===== src/hw/pin_mux_pkg.sv =====
package pin_mux_pkg;

  // ---------------------------------------------------------------
  // pin group shape
  // ---------------------------------------------------------------
  localparam int NUM_PINS = 5;
  typedef logic [NUM_PINS-1:0] pin_vec_t;

  // ---------------------------------------------------------------
  // reset values and direction encoding
  // ---------------------------------------------------------------
  localparam pin_vec_t DIR_RESET = 5'h1f;
  localparam pin_vec_t LATCH_RESET = 5'h00;
  localparam pin_vec_t SYNC_RESET = 5'h00;
  localparam logic DIR_OUT = 1'h0;

  // ---------------------------------------------------------------
  // pin positions of the host port and clock functions
  // ---------------------------------------------------------------
  localparam int PIN_RD_STROBE = 0;
  localparam int PIN_WR_STROBE = 1;
  localparam int PIN_BYTE_EN = 2;
  localparam int PIN_ADDR_13 = 3;
  localparam int PIN_ADDR_12 = 4;
  localparam int PIN_REF_CLK = 3;

  // pins carrying the third pwm unit, moved by the remap bit
  localparam pin_vec_t PWM_UNIT3_MASK = 5'h18;
  // pins whose host port function is an input strobe
  localparam pin_vec_t HOST_STROBE_MASK = 5'h03;

  // ---------------------------------------------------------------
  // pin owner, highest priority has the largest code
  // ---------------------------------------------------------------
  typedef enum logic [2:0] {
    OWN_PORT = 3'h0,
    OWN_HOST = 3'h1,
    OWN_REF = 3'h2,
    OWN_PWM = 3'h3,
    OWN_EBUS = 3'h4
  } owner_t;

endpackage : pin_mux_pkg


===== src/hw/pin_ctl_if.sv =====
`timescale 1ns/10ps
interface pin_ctl_if;
  pin_mux_pkg::pin_vec_t dir;
  pin_mux_pkg::pin_vec_t latch;
  pin_mux_pkg::pin_vec_t level;

  modport regs (output dir, output latch, output level);
  modport mux (input dir, input latch, input level);
endinterface : pin_ctl_if


===== src/hw/port_regs.sv =====
`timescale 1ns/10ps
module port_regs (
  input wire logic core_clk, // core clock
  input wire logic reset, // synchronous reset
  input wire logic dir_wr_en, // direction write strobe
  input wire logic level_wr_en, // port register write strobe
  input wire logic latch_wr_en, // latch register write strobe
  input wire pin_mux_pkg::pin_vec_t wr_data, // write data
  input wire pin_mux_pkg::pin_vec_t pin_in, // raw pin levels
  pin_ctl_if.regs ctl // register state out
);

  pin_mux_pkg::pin_vec_t dir_r;
  pin_mux_pkg::pin_vec_t dir_nxt;
  pin_mux_pkg::pin_vec_t latch_r;
  pin_mux_pkg::pin_vec_t latch_nxt;
  pin_mux_pkg::pin_vec_t sync1_r;
  pin_mux_pkg::pin_vec_t sync1_nxt;
  pin_mux_pkg::pin_vec_t sync2_r;
  pin_mux_pkg::pin_vec_t sync2_nxt;

  // ---------------------------------------------------------------
  // register next values
  // ---------------------------------------------------------------
  always_comb
  begin
    dir_nxt = dir_wr_en ? wr_data : dir_r;
    // both register addresses land in the same latches
    latch_nxt = (level_wr_en || latch_wr_en) ? wr_data : latch_r;
    sync1_nxt = pin_in;
    sync2_nxt = sync1_r;
  end

  always_ff @(posedge core_clk)
  begin
    if (reset)
    begin
      dir_r <= pin_mux_pkg::DIR_RESET;
      latch_r <= pin_mux_pkg::LATCH_RESET;
      sync1_r <= pin_mux_pkg::SYNC_RESET;
      sync2_r <= pin_mux_pkg::SYNC_RESET;
    end
    else
    begin
      dir_r <= dir_nxt;
      latch_r <= latch_nxt;
      sync1_r <= sync1_nxt;
      sync2_r <= sync2_nxt;
    end
  end

  assign ctl.dir = dir_r;
  assign ctl.latch = latch_r;
  assign ctl.level = sync2_r;
endmodule : port_regs


===== src/hw/port_e_low_pin_function_mux.sv =====
// How it works
// a direction bit of 0 drives the pin from its latch, 1 makes it input.
// a write to the port register or the latch register loads the latches.
// with the memory bus active, pins 0-4 are its address/data bits 8-12.
// the memory bus samples pins 0-4 as its data bits 8-12 when reading.
// the host port read strobe leaves on pin 0 whatever its direction.
// the host port write strobe leaves on pin 1 whatever its direction.
// pins 0 and 1 also feed read and write strobes in to the host port.
// the host port byte enable leaves on pin 2 whatever its direction.
// host port address 13 leaves on pin 3 and address 12 on pin 4.
// an enabled pwm channel with direction 0 beats latch and host data.
// pwm pins can be floated while a pwm shutdown is in effect.
// on 80-pin parts the third pwm unit sits here only when remapped.
// the memory bus beats every other function on these pins.
// pins go to port and peripherals only while the bus is disabled.
// the host port uses these pins only when its remap bit is 1.
// pin 3 can output the reference clock whatever its direction.
// reads of the port register give the sampled pin level.
`timescale 1ns/10ps
module port_e_low_pin_function_mux #(
  parameter int PIN_COUNT = 5, // pins served by this block
  parameter bit IS_80_PIN = 1'b1 // package has the memory bus
) (
  input wire logic core_clk, // core clock
  input wire logic reset, // synchronous reset, active high
  input wire logic dir_wr_en, // pin_direction_reg write strobe
  input wire logic level_wr_en, // pin_level_reg write strobe
  input wire logic latch_wr_en, // latch register write strobe
  input wire pin_mux_pkg::pin_vec_t wr_data, // register write data
  output pin_mux_pkg::pin_vec_t pin_direction_reg, // direction readback
  output pin_mux_pkg::pin_vec_t latch_reg, // latch readback
  output pin_mux_pkg::pin_vec_t pin_level_reg, // sampled pin levels
  input wire logic ext_bus_disable, // memory_control_reg bit 7
  input wire pin_mux_pkg::pin_vec_t ext_bus_ad_out, // bus ad 12:8 out
  input wire logic ext_bus_ad_oe, // bus drives ad lines
  output pin_mux_pkg::pin_vec_t ext_bus_ad_in, // bus data 12:8 in
  input wire logic host_port_remap_cfg, // host port on these pins
  input wire logic host_port_en, // host port enabled
  input wire logic host_strobe_oe, // host port drives its strobes
  input wire logic host_port_read_strobe, // read strobe out
  input wire logic host_port_write_strobe, // write strobe out
  input wire logic host_port_byte_enable, // byte enable out
  input wire logic host_port_addr_13, // address line 13 out
  input wire logic host_port_addr_12, // address line 12 out
  output logic host_read_strobe_in, // read strobe from pin 0
  output logic host_write_strobe_in, // write strobe from pin 1
  input wire pin_mux_pkg::pin_vec_t pwm_chan_out, // pwm levels per pin
  input wire pin_mux_pkg::pin_vec_t pwm_chan_en, // pwm channel enables
  input wire logic pwm_shutdown, // pwm shutdown in effect
  input wire logic pwm_shutdown_float, // float pwm pins on shutdown
  input wire logic pwm_remap_cfg, // third pwm unit on pins 4:3
  input wire logic ref_clock_en, // reference clock on pin 3
  input wire logic ref_clock_out, // reference clock level
  input wire pin_mux_pkg::pin_vec_t pin_in, // pin input levels
  output pin_mux_pkg::pin_vec_t pin_out, // pin output levels
  output pin_mux_pkg::pin_vec_t pin_oe // pin output enables
);

  // ---------------------------------------------------------------
  // elaboration check
  // ---------------------------------------------------------------
  if (PIN_COUNT != pin_mux_pkg::NUM_PINS)
  begin : g_bad_count
    $error("pin count must be 5");
  end

  // ---------------------------------------------------------------
  // register file and input synchroniser
  // ---------------------------------------------------------------
  pin_ctl_if ctl ();

  port_regs u_regs (
    .core_clk (core_clk),
    .reset (reset),
    .dir_wr_en (dir_wr_en),
    .level_wr_en (level_wr_en),
    .latch_wr_en (latch_wr_en),
    .wr_data (wr_data),
    .pin_in (pin_in),
    .ctl (ctl.regs)
  );

  assign pin_direction_reg = ctl.dir;
  assign latch_reg = ctl.latch;
  assign pin_level_reg = ctl.level;

  // ---------------------------------------------------------------
  // owner selection
  // ---------------------------------------------------------------
  function automatic pin_mux_pkg::owner_t pick_owner(
    input logic ebus,
    input logic pwm,
    input logic refc,
    input logic host
  );
    pin_mux_pkg::owner_t own;
    own = pin_mux_pkg::OWN_PORT;
    if (ebus)
      own = pin_mux_pkg::OWN_EBUS;
    else if (pwm)
      own = pin_mux_pkg::OWN_PWM;
    else if (refc)
      own = pin_mux_pkg::OWN_REF;
    else if (host)
      own = pin_mux_pkg::OWN_HOST;
    return own;
  endfunction : pick_owner

  logic ebus_active;
  logic host_active;
  logic pwm_float;
  pin_mux_pkg::pin_vec_t pwm_map_ok;
  pin_mux_pkg::pin_vec_t pwm_ok;
  pin_mux_pkg::pin_vec_t ref_ok;
  pin_mux_pkg::pin_vec_t host_val;
  pin_mux_pkg::pin_vec_t host_oe;
  pin_mux_pkg::owner_t owner [pin_mux_pkg::NUM_PINS];

  // the bus exists only on the larger package
  assign ebus_active = IS_80_PIN && !ext_bus_disable;
  assign host_active = host_port_en && host_port_remap_cfg;
  assign pwm_float = pwm_shutdown && pwm_shutdown_float;

  always_comb
  begin
    // third unit moves away on the larger package unless remapped
    pwm_map_ok = '1;
    if (IS_80_PIN && !pwm_remap_cfg)
      pwm_map_ok = ~pin_mux_pkg::PWM_UNIT3_MASK;
    // pwm channels need the direction bit at output
    pwm_ok = pwm_chan_en & pwm_map_ok & ~ctl.dir;
    ref_ok = '0;
    ref_ok[pin_mux_pkg::PIN_REF_CLK] = ref_clock_en;
    host_val = '0;
    host_val[pin_mux_pkg::PIN_RD_STROBE] = host_port_read_strobe;
    host_val[pin_mux_pkg::PIN_WR_STROBE] = host_port_write_strobe;
    host_val[pin_mux_pkg::PIN_BYTE_EN] = host_port_byte_enable;
    host_val[pin_mux_pkg::PIN_ADDR_13] = host_port_addr_13;
    host_val[pin_mux_pkg::PIN_ADDR_12] = host_port_addr_12;
    // strobes turn round when an outside party drives them
    host_oe = ~pin_mux_pkg::HOST_STROBE_MASK;
    if (host_strobe_oe)
      host_oe = '1;
    for (int i = 0; i < pin_mux_pkg::NUM_PINS; i++)
      owner[i] = pick_owner(ebus_active, pwm_ok[i], ref_ok[i], host_active);
  end

  // ---------------------------------------------------------------
  // pin drive
  // ---------------------------------------------------------------
  pin_mux_pkg::pin_vec_t out_r;
  pin_mux_pkg::pin_vec_t out_nxt;
  pin_mux_pkg::pin_vec_t oe_r;
  pin_mux_pkg::pin_vec_t oe_nxt;

  always_comb
  begin
    out_nxt = '0;
    oe_nxt = '0;
    for (int i = 0; i < pin_mux_pkg::NUM_PINS; i++)
    begin
      case (owner[i])
        pin_mux_pkg::OWN_EBUS:
        begin
          out_nxt[i] = ext_bus_ad_out[i];
          oe_nxt[i] = ext_bus_ad_oe;
        end
        pin_mux_pkg::OWN_PWM:
        begin
          out_nxt[i] = pwm_chan_out[i];
          oe_nxt[i] = !pwm_float;
        end
        pin_mux_pkg::OWN_REF:
        begin
          out_nxt[i] = ref_clock_out;
          oe_nxt[i] = 1'b1;
        end
        pin_mux_pkg::OWN_HOST:
        begin
          out_nxt[i] = host_val[i];
          oe_nxt[i] = host_oe[i];
        end
        pin_mux_pkg::OWN_PORT:
        begin
          out_nxt[i] = ctl.latch[i];
          oe_nxt[i] = (ctl.dir[i] == pin_mux_pkg::DIR_OUT);
        end
        default:
        begin
          out_nxt[i] = 1'b0;
          oe_nxt[i] = 1'b0;
        end
      endcase
    end
  end

  always_ff @(posedge core_clk)
  begin
    if (reset)
    begin
      out_r <= '0;
      oe_r <= '0;
    end
    else
    begin
      out_r <= out_nxt;
      oe_r <= oe_nxt;
    end
  end

  assign pin_out = out_r;
  assign pin_oe = oe_r;

  // ---------------------------------------------------------------
  // input paths to the memory bus and host port
  // ---------------------------------------------------------------
  pin_mux_pkg::pin_vec_t ad_in_r;
  pin_mux_pkg::pin_vec_t ad_in_nxt;
  logic rd_in_r;
  logic rd_in_nxt;
  logic wr_in_r;
  logic wr_in_nxt;

  always_comb
  begin
    ad_in_nxt = ad_in_r;
    // follow the pins while the bus reads, hold while it drives
    if (ebus_active && !ext_bus_ad_oe)
      ad_in_nxt = ctl.level;
    rd_in_nxt = ctl.level[pin_mux_pkg::PIN_RD_STROBE];
    wr_in_nxt = ctl.level[pin_mux_pkg::PIN_WR_STROBE];
  end

  always_ff @(posedge core_clk)
  begin
    if (reset)
    begin
      ad_in_r <= '0;
      rd_in_r <= 1'b0;
      wr_in_r <= 1'b0;
    end
    else
    begin
      ad_in_r <= ad_in_nxt;
      rd_in_r <= rd_in_nxt;
      wr_in_r <= wr_in_nxt;
    end
  end

  assign ext_bus_ad_in = ad_in_r;
  assign host_read_strobe_in = rd_in_r;
  assign host_write_strobe_in = wr_in_r;

  logic quiet;
  assign quiet = ext_bus_disable && !host_active && pwm_chan_en == '0
    && !ref_clock_en;
endmodule : port_e_low_pin_function_mux


===== config.mk =====
export PLATFORM = sky130hd
export DESIGN_NAME = port_e_low_pin_function_mux
export DESIGN_NICKNAME = d
export VERILOG_FILES = /design/src/hw/pin_mux_pkg.sv /design/src/hw/pin_ctl_if.sv /design/src/hw/port_regs.sv /design/src/hw/port_e_low_pin_function_mux.sv
export SDC_FILE = /design/constraint.sdc
export NUM_CORES = 1
export LEC_CHECK = 0
export BUFFER_PORTS_ARGS = -buffer_cell sky130_fd_sc_hd__buf_2
export CAP_MARGIN = 20
export CORE_MARGIN = 3
export CORE_UTILIZATION = 44
export DETAILED_ROUTE_END_ITERATION = 12
export GPL_ROUTABILITY_DRIVEN = 0
export MAX_ROUTING_LAYER = met4
export PLACE_DENSITY = 0.79
export REMOVE_ABC_BUFFERS = 1
export SLEW_MARGIN = 20
export SYNTH_ARGS = -nofsm -noshare
export SYNTH_HDL_FRONTEND = slang
export SYNTH_SLANG_ARGS = --single-unit
export TNS_END_PERCENT = 10

===== constraint.sdc =====
create_clock -name core_clk -period 1.42 [get_ports core_clk]
set_input_delay 0.142 -clock core_clk [delete_from_list [all_inputs] [get_ports core_clk]]
set_output_delay 0.142 -clock core_clk [all_outputs]
set_load 0.05 [all_outputs]

[After elaboration in Yosys (flattened, before gate mapping)]
Index checks and enable logic that the tools add are counted.
Storage, ports and cells
  memories: 0
  register bits: 37
  bits in latches: 0
  bits in writable memories: 0
  bits in read-only memories: 0
  logic and storage cells: 73
Operators by class
  multipliers: 0
  muxes and demuxes: 24
  order comparisons: 0
  add/subtract/negate cells: 0
  bitwise gates (word level): 8
  shift-type cells: 0
  reductions and logical operators: 12
  equal/unequal tests: 20
  div/mod/pow operators: 0
Operators with widths (number)
  $pmux 1 s5: 10
  $eq 3x2->1 const B: 10
  $mux 3: 6
  $eq 3x1->1 const B: 5
  $eq 3x3->1 const B: 5
  $logic_not 3->1: 5
  $mux 2: 6
  $and 5x5->5: 2
  $mux 5: 1
  $not 1->1: 5
  $not 5->5: 1
  $logic_and 1x1->1: 3
  $logic_not 1->1: 3
  $logic_or 1x1->1: 1
  $mux 1: 1

[Longest topological paths before layout]
  depth in word-level cells: 7
  mapped depth: 4
  mapped depth without buffers: 3

[By module]
A second synthesis with hierarchy kept.
Unflattened totals
  cell total of the unflattened synthesis: 158
  area total of the unflattened synthesis: 1569.0 µm²
By module, submodules not included
  port_e_low_pin_function_mux: cells each 100, seq. area each 340.3 µm², times used 1, area an instance 924.6 µm²
  port_regs: cells each 58, seq. area each 400.4 µm², times used 1, area an instance 644.4 µm²

[Worst setup path before layout]
Ideal clock, no wire load.
  path kind: flip-flop to flip-flop
  start point: register u_regs.dir_r[3], in the netlist u_regs.ctl.dir[3]
  end point: register oe_r[3], in the netlist pin_oe[3]
  data required time: 1350 ps
  clock period less this slack: 1386 ps
  library setup time: 70 ps
  path slack: 34 ps
  data arrival time: 1316 ps
  stages on the path, launching flop included: 4
  cell sequence: dfxtp_1 -> and3b_1 -> a221o_1 -> a21oi_1
On the way
  word-level cells in the longest chain between the ends: 6
RTL lines
  from (decl): RTL line port_regs.sv:13  | pin_mux_pkg::pin_vec_t dir_r;
  from (signal assigned): RTL line port_regs.sv:38  | dir_r <= pin_mux_pkg::DIR_RESET;
  from (signal assigned): RTL line port_regs.sv:45  | dir_r <= dir_nxt;
  $not 5->5: RTL line port_e_low_pin_function_mux.sv:131  | pwm_ok = pwm_chan_en & pwm_map_ok & ~ctl.dir;
  $and 5x5->5: RTL line port_e_low_pin_function_mux.sv:131
  $mux 2: RTL line port_e_low_pin_function_mux.sv:100  | else if (pwm)
  $mux 3: RTL line port_e_low_pin_function_mux.sv:98  | if (ebus)
  $eq 3x1->1 (tied with other cells): RTL line port_e_low_pin_function_mux.sv:162  | case (owner[i])
  $pmux 1 s5 *: RTL line port_e_low_pin_function_mux.sv:162
  to (signal assigned): RTL line port_e_low_pin_function_mux.sv:207  | oe_r <= oe_nxt;
  to (decl): RTL line port_e_low_pin_function_mux.sv:153  | pin_mux_pkg::pin_vec_t oe_r;
Mark *: on every way between the ends. The rest lies on a longest branch, timed or not.
A chain may end at the register's enable or synchronous reset.

[Worst setup path after layout]
  start point: register u_regs.dir_r[1], in the netlist u_regs.ctl.dir[1]
  end point: output pin_direction_reg[1]
RTL lines
  to (decl): RTL line port_e_low_pin_function_mux.sv:30  | output pin_mux_pkg::pin_vec_t pin_direction_reg,
No word-level cell between the ends.

==> impl_metrics.env <==
export IMPL_outcome="complete, no violations"
export IMPL_post_cts_setup_buffers=0
export IMPL_ys_dominant_reg_cell="dfxtp_1"
export IMPL_die_width_um=63.51
export IMPL_max_clock_path_buffers=2
export IMPL_synthArstFlopShare_pct=0
export IMPL_drt_pass1_iterations=4
export IMPL_p_switching_w=0.0006759
export IMPL_netSwitchingFraction_pct=28.97
export IMPL_globalRouteTotalUtil_pct=19.27
export IMPL_antenna_found_initial=0
export IMPL_port_buffer_count=76
export IMPL_timing_worst_slew_pin_value_ps=366.4
export IMPL_p_leak_nw=0.9321
export IMPL_timing_worst_setup_path_type="reg -> out"
export IMPL_yosys_cell_types_count=34
export IMPL_clock_fmax_mhz=835.3
export IMPL_vias_per_cell=5.024
export IMPL_crit_path_top_delay_cell="dfxtp_1"
export IMPL_power_share_combinational_pct=19.3
export IMPL_worst_ep_required_time_ps=1280
export IMPL_timing_critical_path_slowest_cell_delay_ps=420
export IMPL_tritoncts="yes"
export IMPL_post_route_period_util_pct=84.30
export IMPL_seq_power_share_pct=48.0
export IMPL_grt_met2_usage_pct=30.64
export IMPL_starting_density_of_the_core_pct=46.90
export IMPL_filler_cell_count=307
export IMPL_report_final_hold_viol_count=0
export IMPL_pin_count_of_the_biggest_net_entering_global_routing=26
export IMPL_critPathArrivalTime_ps=1060
export IMPL_crit_path_start_kind="flop"
export IMPL_slew_headroom_pct=75.48
export IMPL_drt_antenna_violating_nets=0
export IMPL_cp_cell_sequence="buf_2"
export IMPL_post_synth_inst_count=163
export IMPL_synth_largest_type_area_fraction_pct=50.90
export IMPL_critical_path_max_fanout=5
export IMPL_grt_first_pass_wirelength_um=5927
export IMPL_report_final_slew_viol_count=0
export IMPL_area_growth_syn_to_layout_pct=34.48
export IMPL_setup_tns_ps=0
export IMPL_cts_inserted_buffers=5
export IMPL_placement_rows=20
export IMPL_synth_enable_flop_cells=0
export IMPL_ys_warn_count=0
export IMPL_synthDominantAreaCellType="dfxtp_1"
export IMPL_clockPowerShare_pct=32.7
export IMPL_finish_net_count=286
export IMPL_design_portCount=77
export IMPL_sequential_fraction_of_the_synthesis_area_pct=50.90
export IMPL_clock_latency_ps=340
export IMPL_floorplan_die_height_um=63.51
export IMPL_crit_path_time_final_ps=1197
export IMPL_flops_latches_synth=37
export IMPL_critPathCaptureType="output pin"
export IMPL_grt_setup_unrepaired="false"
export IMPL_synth_common_cells="dfxtp_1 (37), nand2_1 (27), a21oi_1 (17)"
export IMPL_grt_util_met3_pct=4.456
export IMPL_layout_drive_gt1_share_pct=35.54
export IMPL_dr_total_vias=1437
export IMPL_grt_pass1_vias=1259
export IMPL_post_dp_area_mm2=0.001852
export IMPL_drc_violation_total_after_the_first_tritonroute_iteration=69
export IMPL_vdd_ir_drop_max_mv=0.7010
export IMPL_grt_total_ovfl=0
export IMPL_dp_hpwl_um=2925
export IMPL_cpLargestDelayFamily="flip-flops"
export IMPL_clk_pin_slew_ps=110
export IMPL_hold_path_class="in -> reg"
export IMPL_clock_sinks=37
export IMPL_grt_busiest_layer="met2"
export IMPL_power_density_over_the_cells_mw_per_mm2=1192
export IMPL_number_of_max_cap_violations=0
export IMPL_die_area_mm2=0.004033
export IMPL_globalRouteMet1Util_pct=22.39
export IMPL_synth_area_mm2=0.001455
export IMPL_p_int_w=0.001658
export IMPL_detail_route_drc_violations=0
export IMPL_netlist_top_cells_area="dfxtp_1 (51%), nand2_1 (7.0%), nor2b_1 (6.0%), a21oi_1 (5.8%), o211ai_1 (2.6%)"
export IMPL_routed_wl_um=3839
export IMPL_core_area_mm2=0.003103
export IMPL_clock_skew_ps=9.286
export IMPL_finalSetupViolCount=0
export IMPL_critical_path_n_buffers_inverters=1
export IMPL_design_area_mm2=0.001957
export IMPL_htree_levels=2
export IMPL_synth_avg_cell_area_um2=8.927
export IMPL_drt_wirelength_per_cell_um=13.42
export IMPL_yosysMostFrequentCell="dfxtp_1"
export IMPL_n_antenna_cell=0
export IMPL_whs_ps=9.591
export IMPL_clk_root_buffer_cell="clkbuf_4"
-- per-stage QoR --
step / utilization [%] / total power, W / setup slack [ps] / instances
finish: 63.06 / 0.002333 / 222.9 / 286
global route: 63.06 / 0.002431 / 173.1 / 286
CTS: 62.42 / 0.002339 / 223.4 / 284
detailed placement: 59.68 / 0.001587 / 289.2 / 276
global placement: 59.68 / 0.001584 / 355.2 / 276
floorplan: - / 0.001418 / 34.58 / 155
-- power groups by stage --
stage | registers [W] | clock network, W | logic (W)
after floorplan | 0.00131 | 0 | 0.000108
after global placement | 0.00114 | 0 | 0.000441
after detailed placement | 0.00114 | 0 | 0.000443
after CTS | 0.00112 | 0.000774 | 0.000445
after global routing | 0.00113 | 0.000825 | 0.000479
final | 0.00112 | 0.000764 | 0.000450
-- per-layer routing --
metal	up-vias	share of wire, %
li1	725	-
met2	49	49
met1	654	42
met5	-	0
met3	9	6.7
met4	0	2.2
-- layout make-up --
class,count,area (um^2),area share [%]
timing repair buffer,79,407.9,20.84
clock buffer,7,55.05,2.813
clock inverter,1,30.03,1.535
sequential,37,740.7,37.85
tap,44,55.05,2.813
multi-input combinational,111,641.9,32.80
inverter,7,26.28,1.343
-- placed cells by master (no fill, tap or decap), types with 2 or more instances in the layout --
| master | count |
|---|---|
| clkbuf_4 | 5 |
| dfxtp_1 | 37 |
| nand2_1 | 27 |
| buf_2 | 76 |
| mux2i_1 | 2 |
| nor2_1 | 5 |
| and2_1 | 2 |
| a221oi_1 | 2 |
| a21oi_1 | 17 |
| o211ai_1 | 5 |
| nor2b_1 | 14 |
| dlygate4sd3_1 | 2 |
| and3_1 | 3 |
| o32ai_1 | 3 |
| o221ai_1 | 2 |
| a311oi_1 | 2 |
| nand3_1 | 5 |
| nand2b_1 | 3 |
| o21ai_0 | 6 |
| inv_1 | 7 |
-- logic make-up (layout without fill, tap and decap cells) --
kind of cell,after synthesis,after routing,share of synthesized area [%]
simple gates,64,64,22.10
compound gates,45,45,20.64
flops,37,37,50.90
buf+inv,15,94,4.986
mux,2,2,1.376
-- what timing repair did --
action	CTS	global route
hold buffers	0	2
resized for setup	0	0
hold endpoints to repair	0	2
-- worst paths after layout --
check / startpoint / end / slack, ps / cells after the start
max: u_regs.ctl.dir[1] / pin_direction_reg[1] / 220 / 1
max reg2reg: u_regs.ctl.dir[3] / pin_oe[3] / 270 / 3
min reg2reg: u_regs.sync1_r[0] / u_regs.ctl.level[0] / 430 / 1
min: pin_in[4] / u_regs.sync1_r[4] / 10 / 2
(Power assumes the default switching activity.)
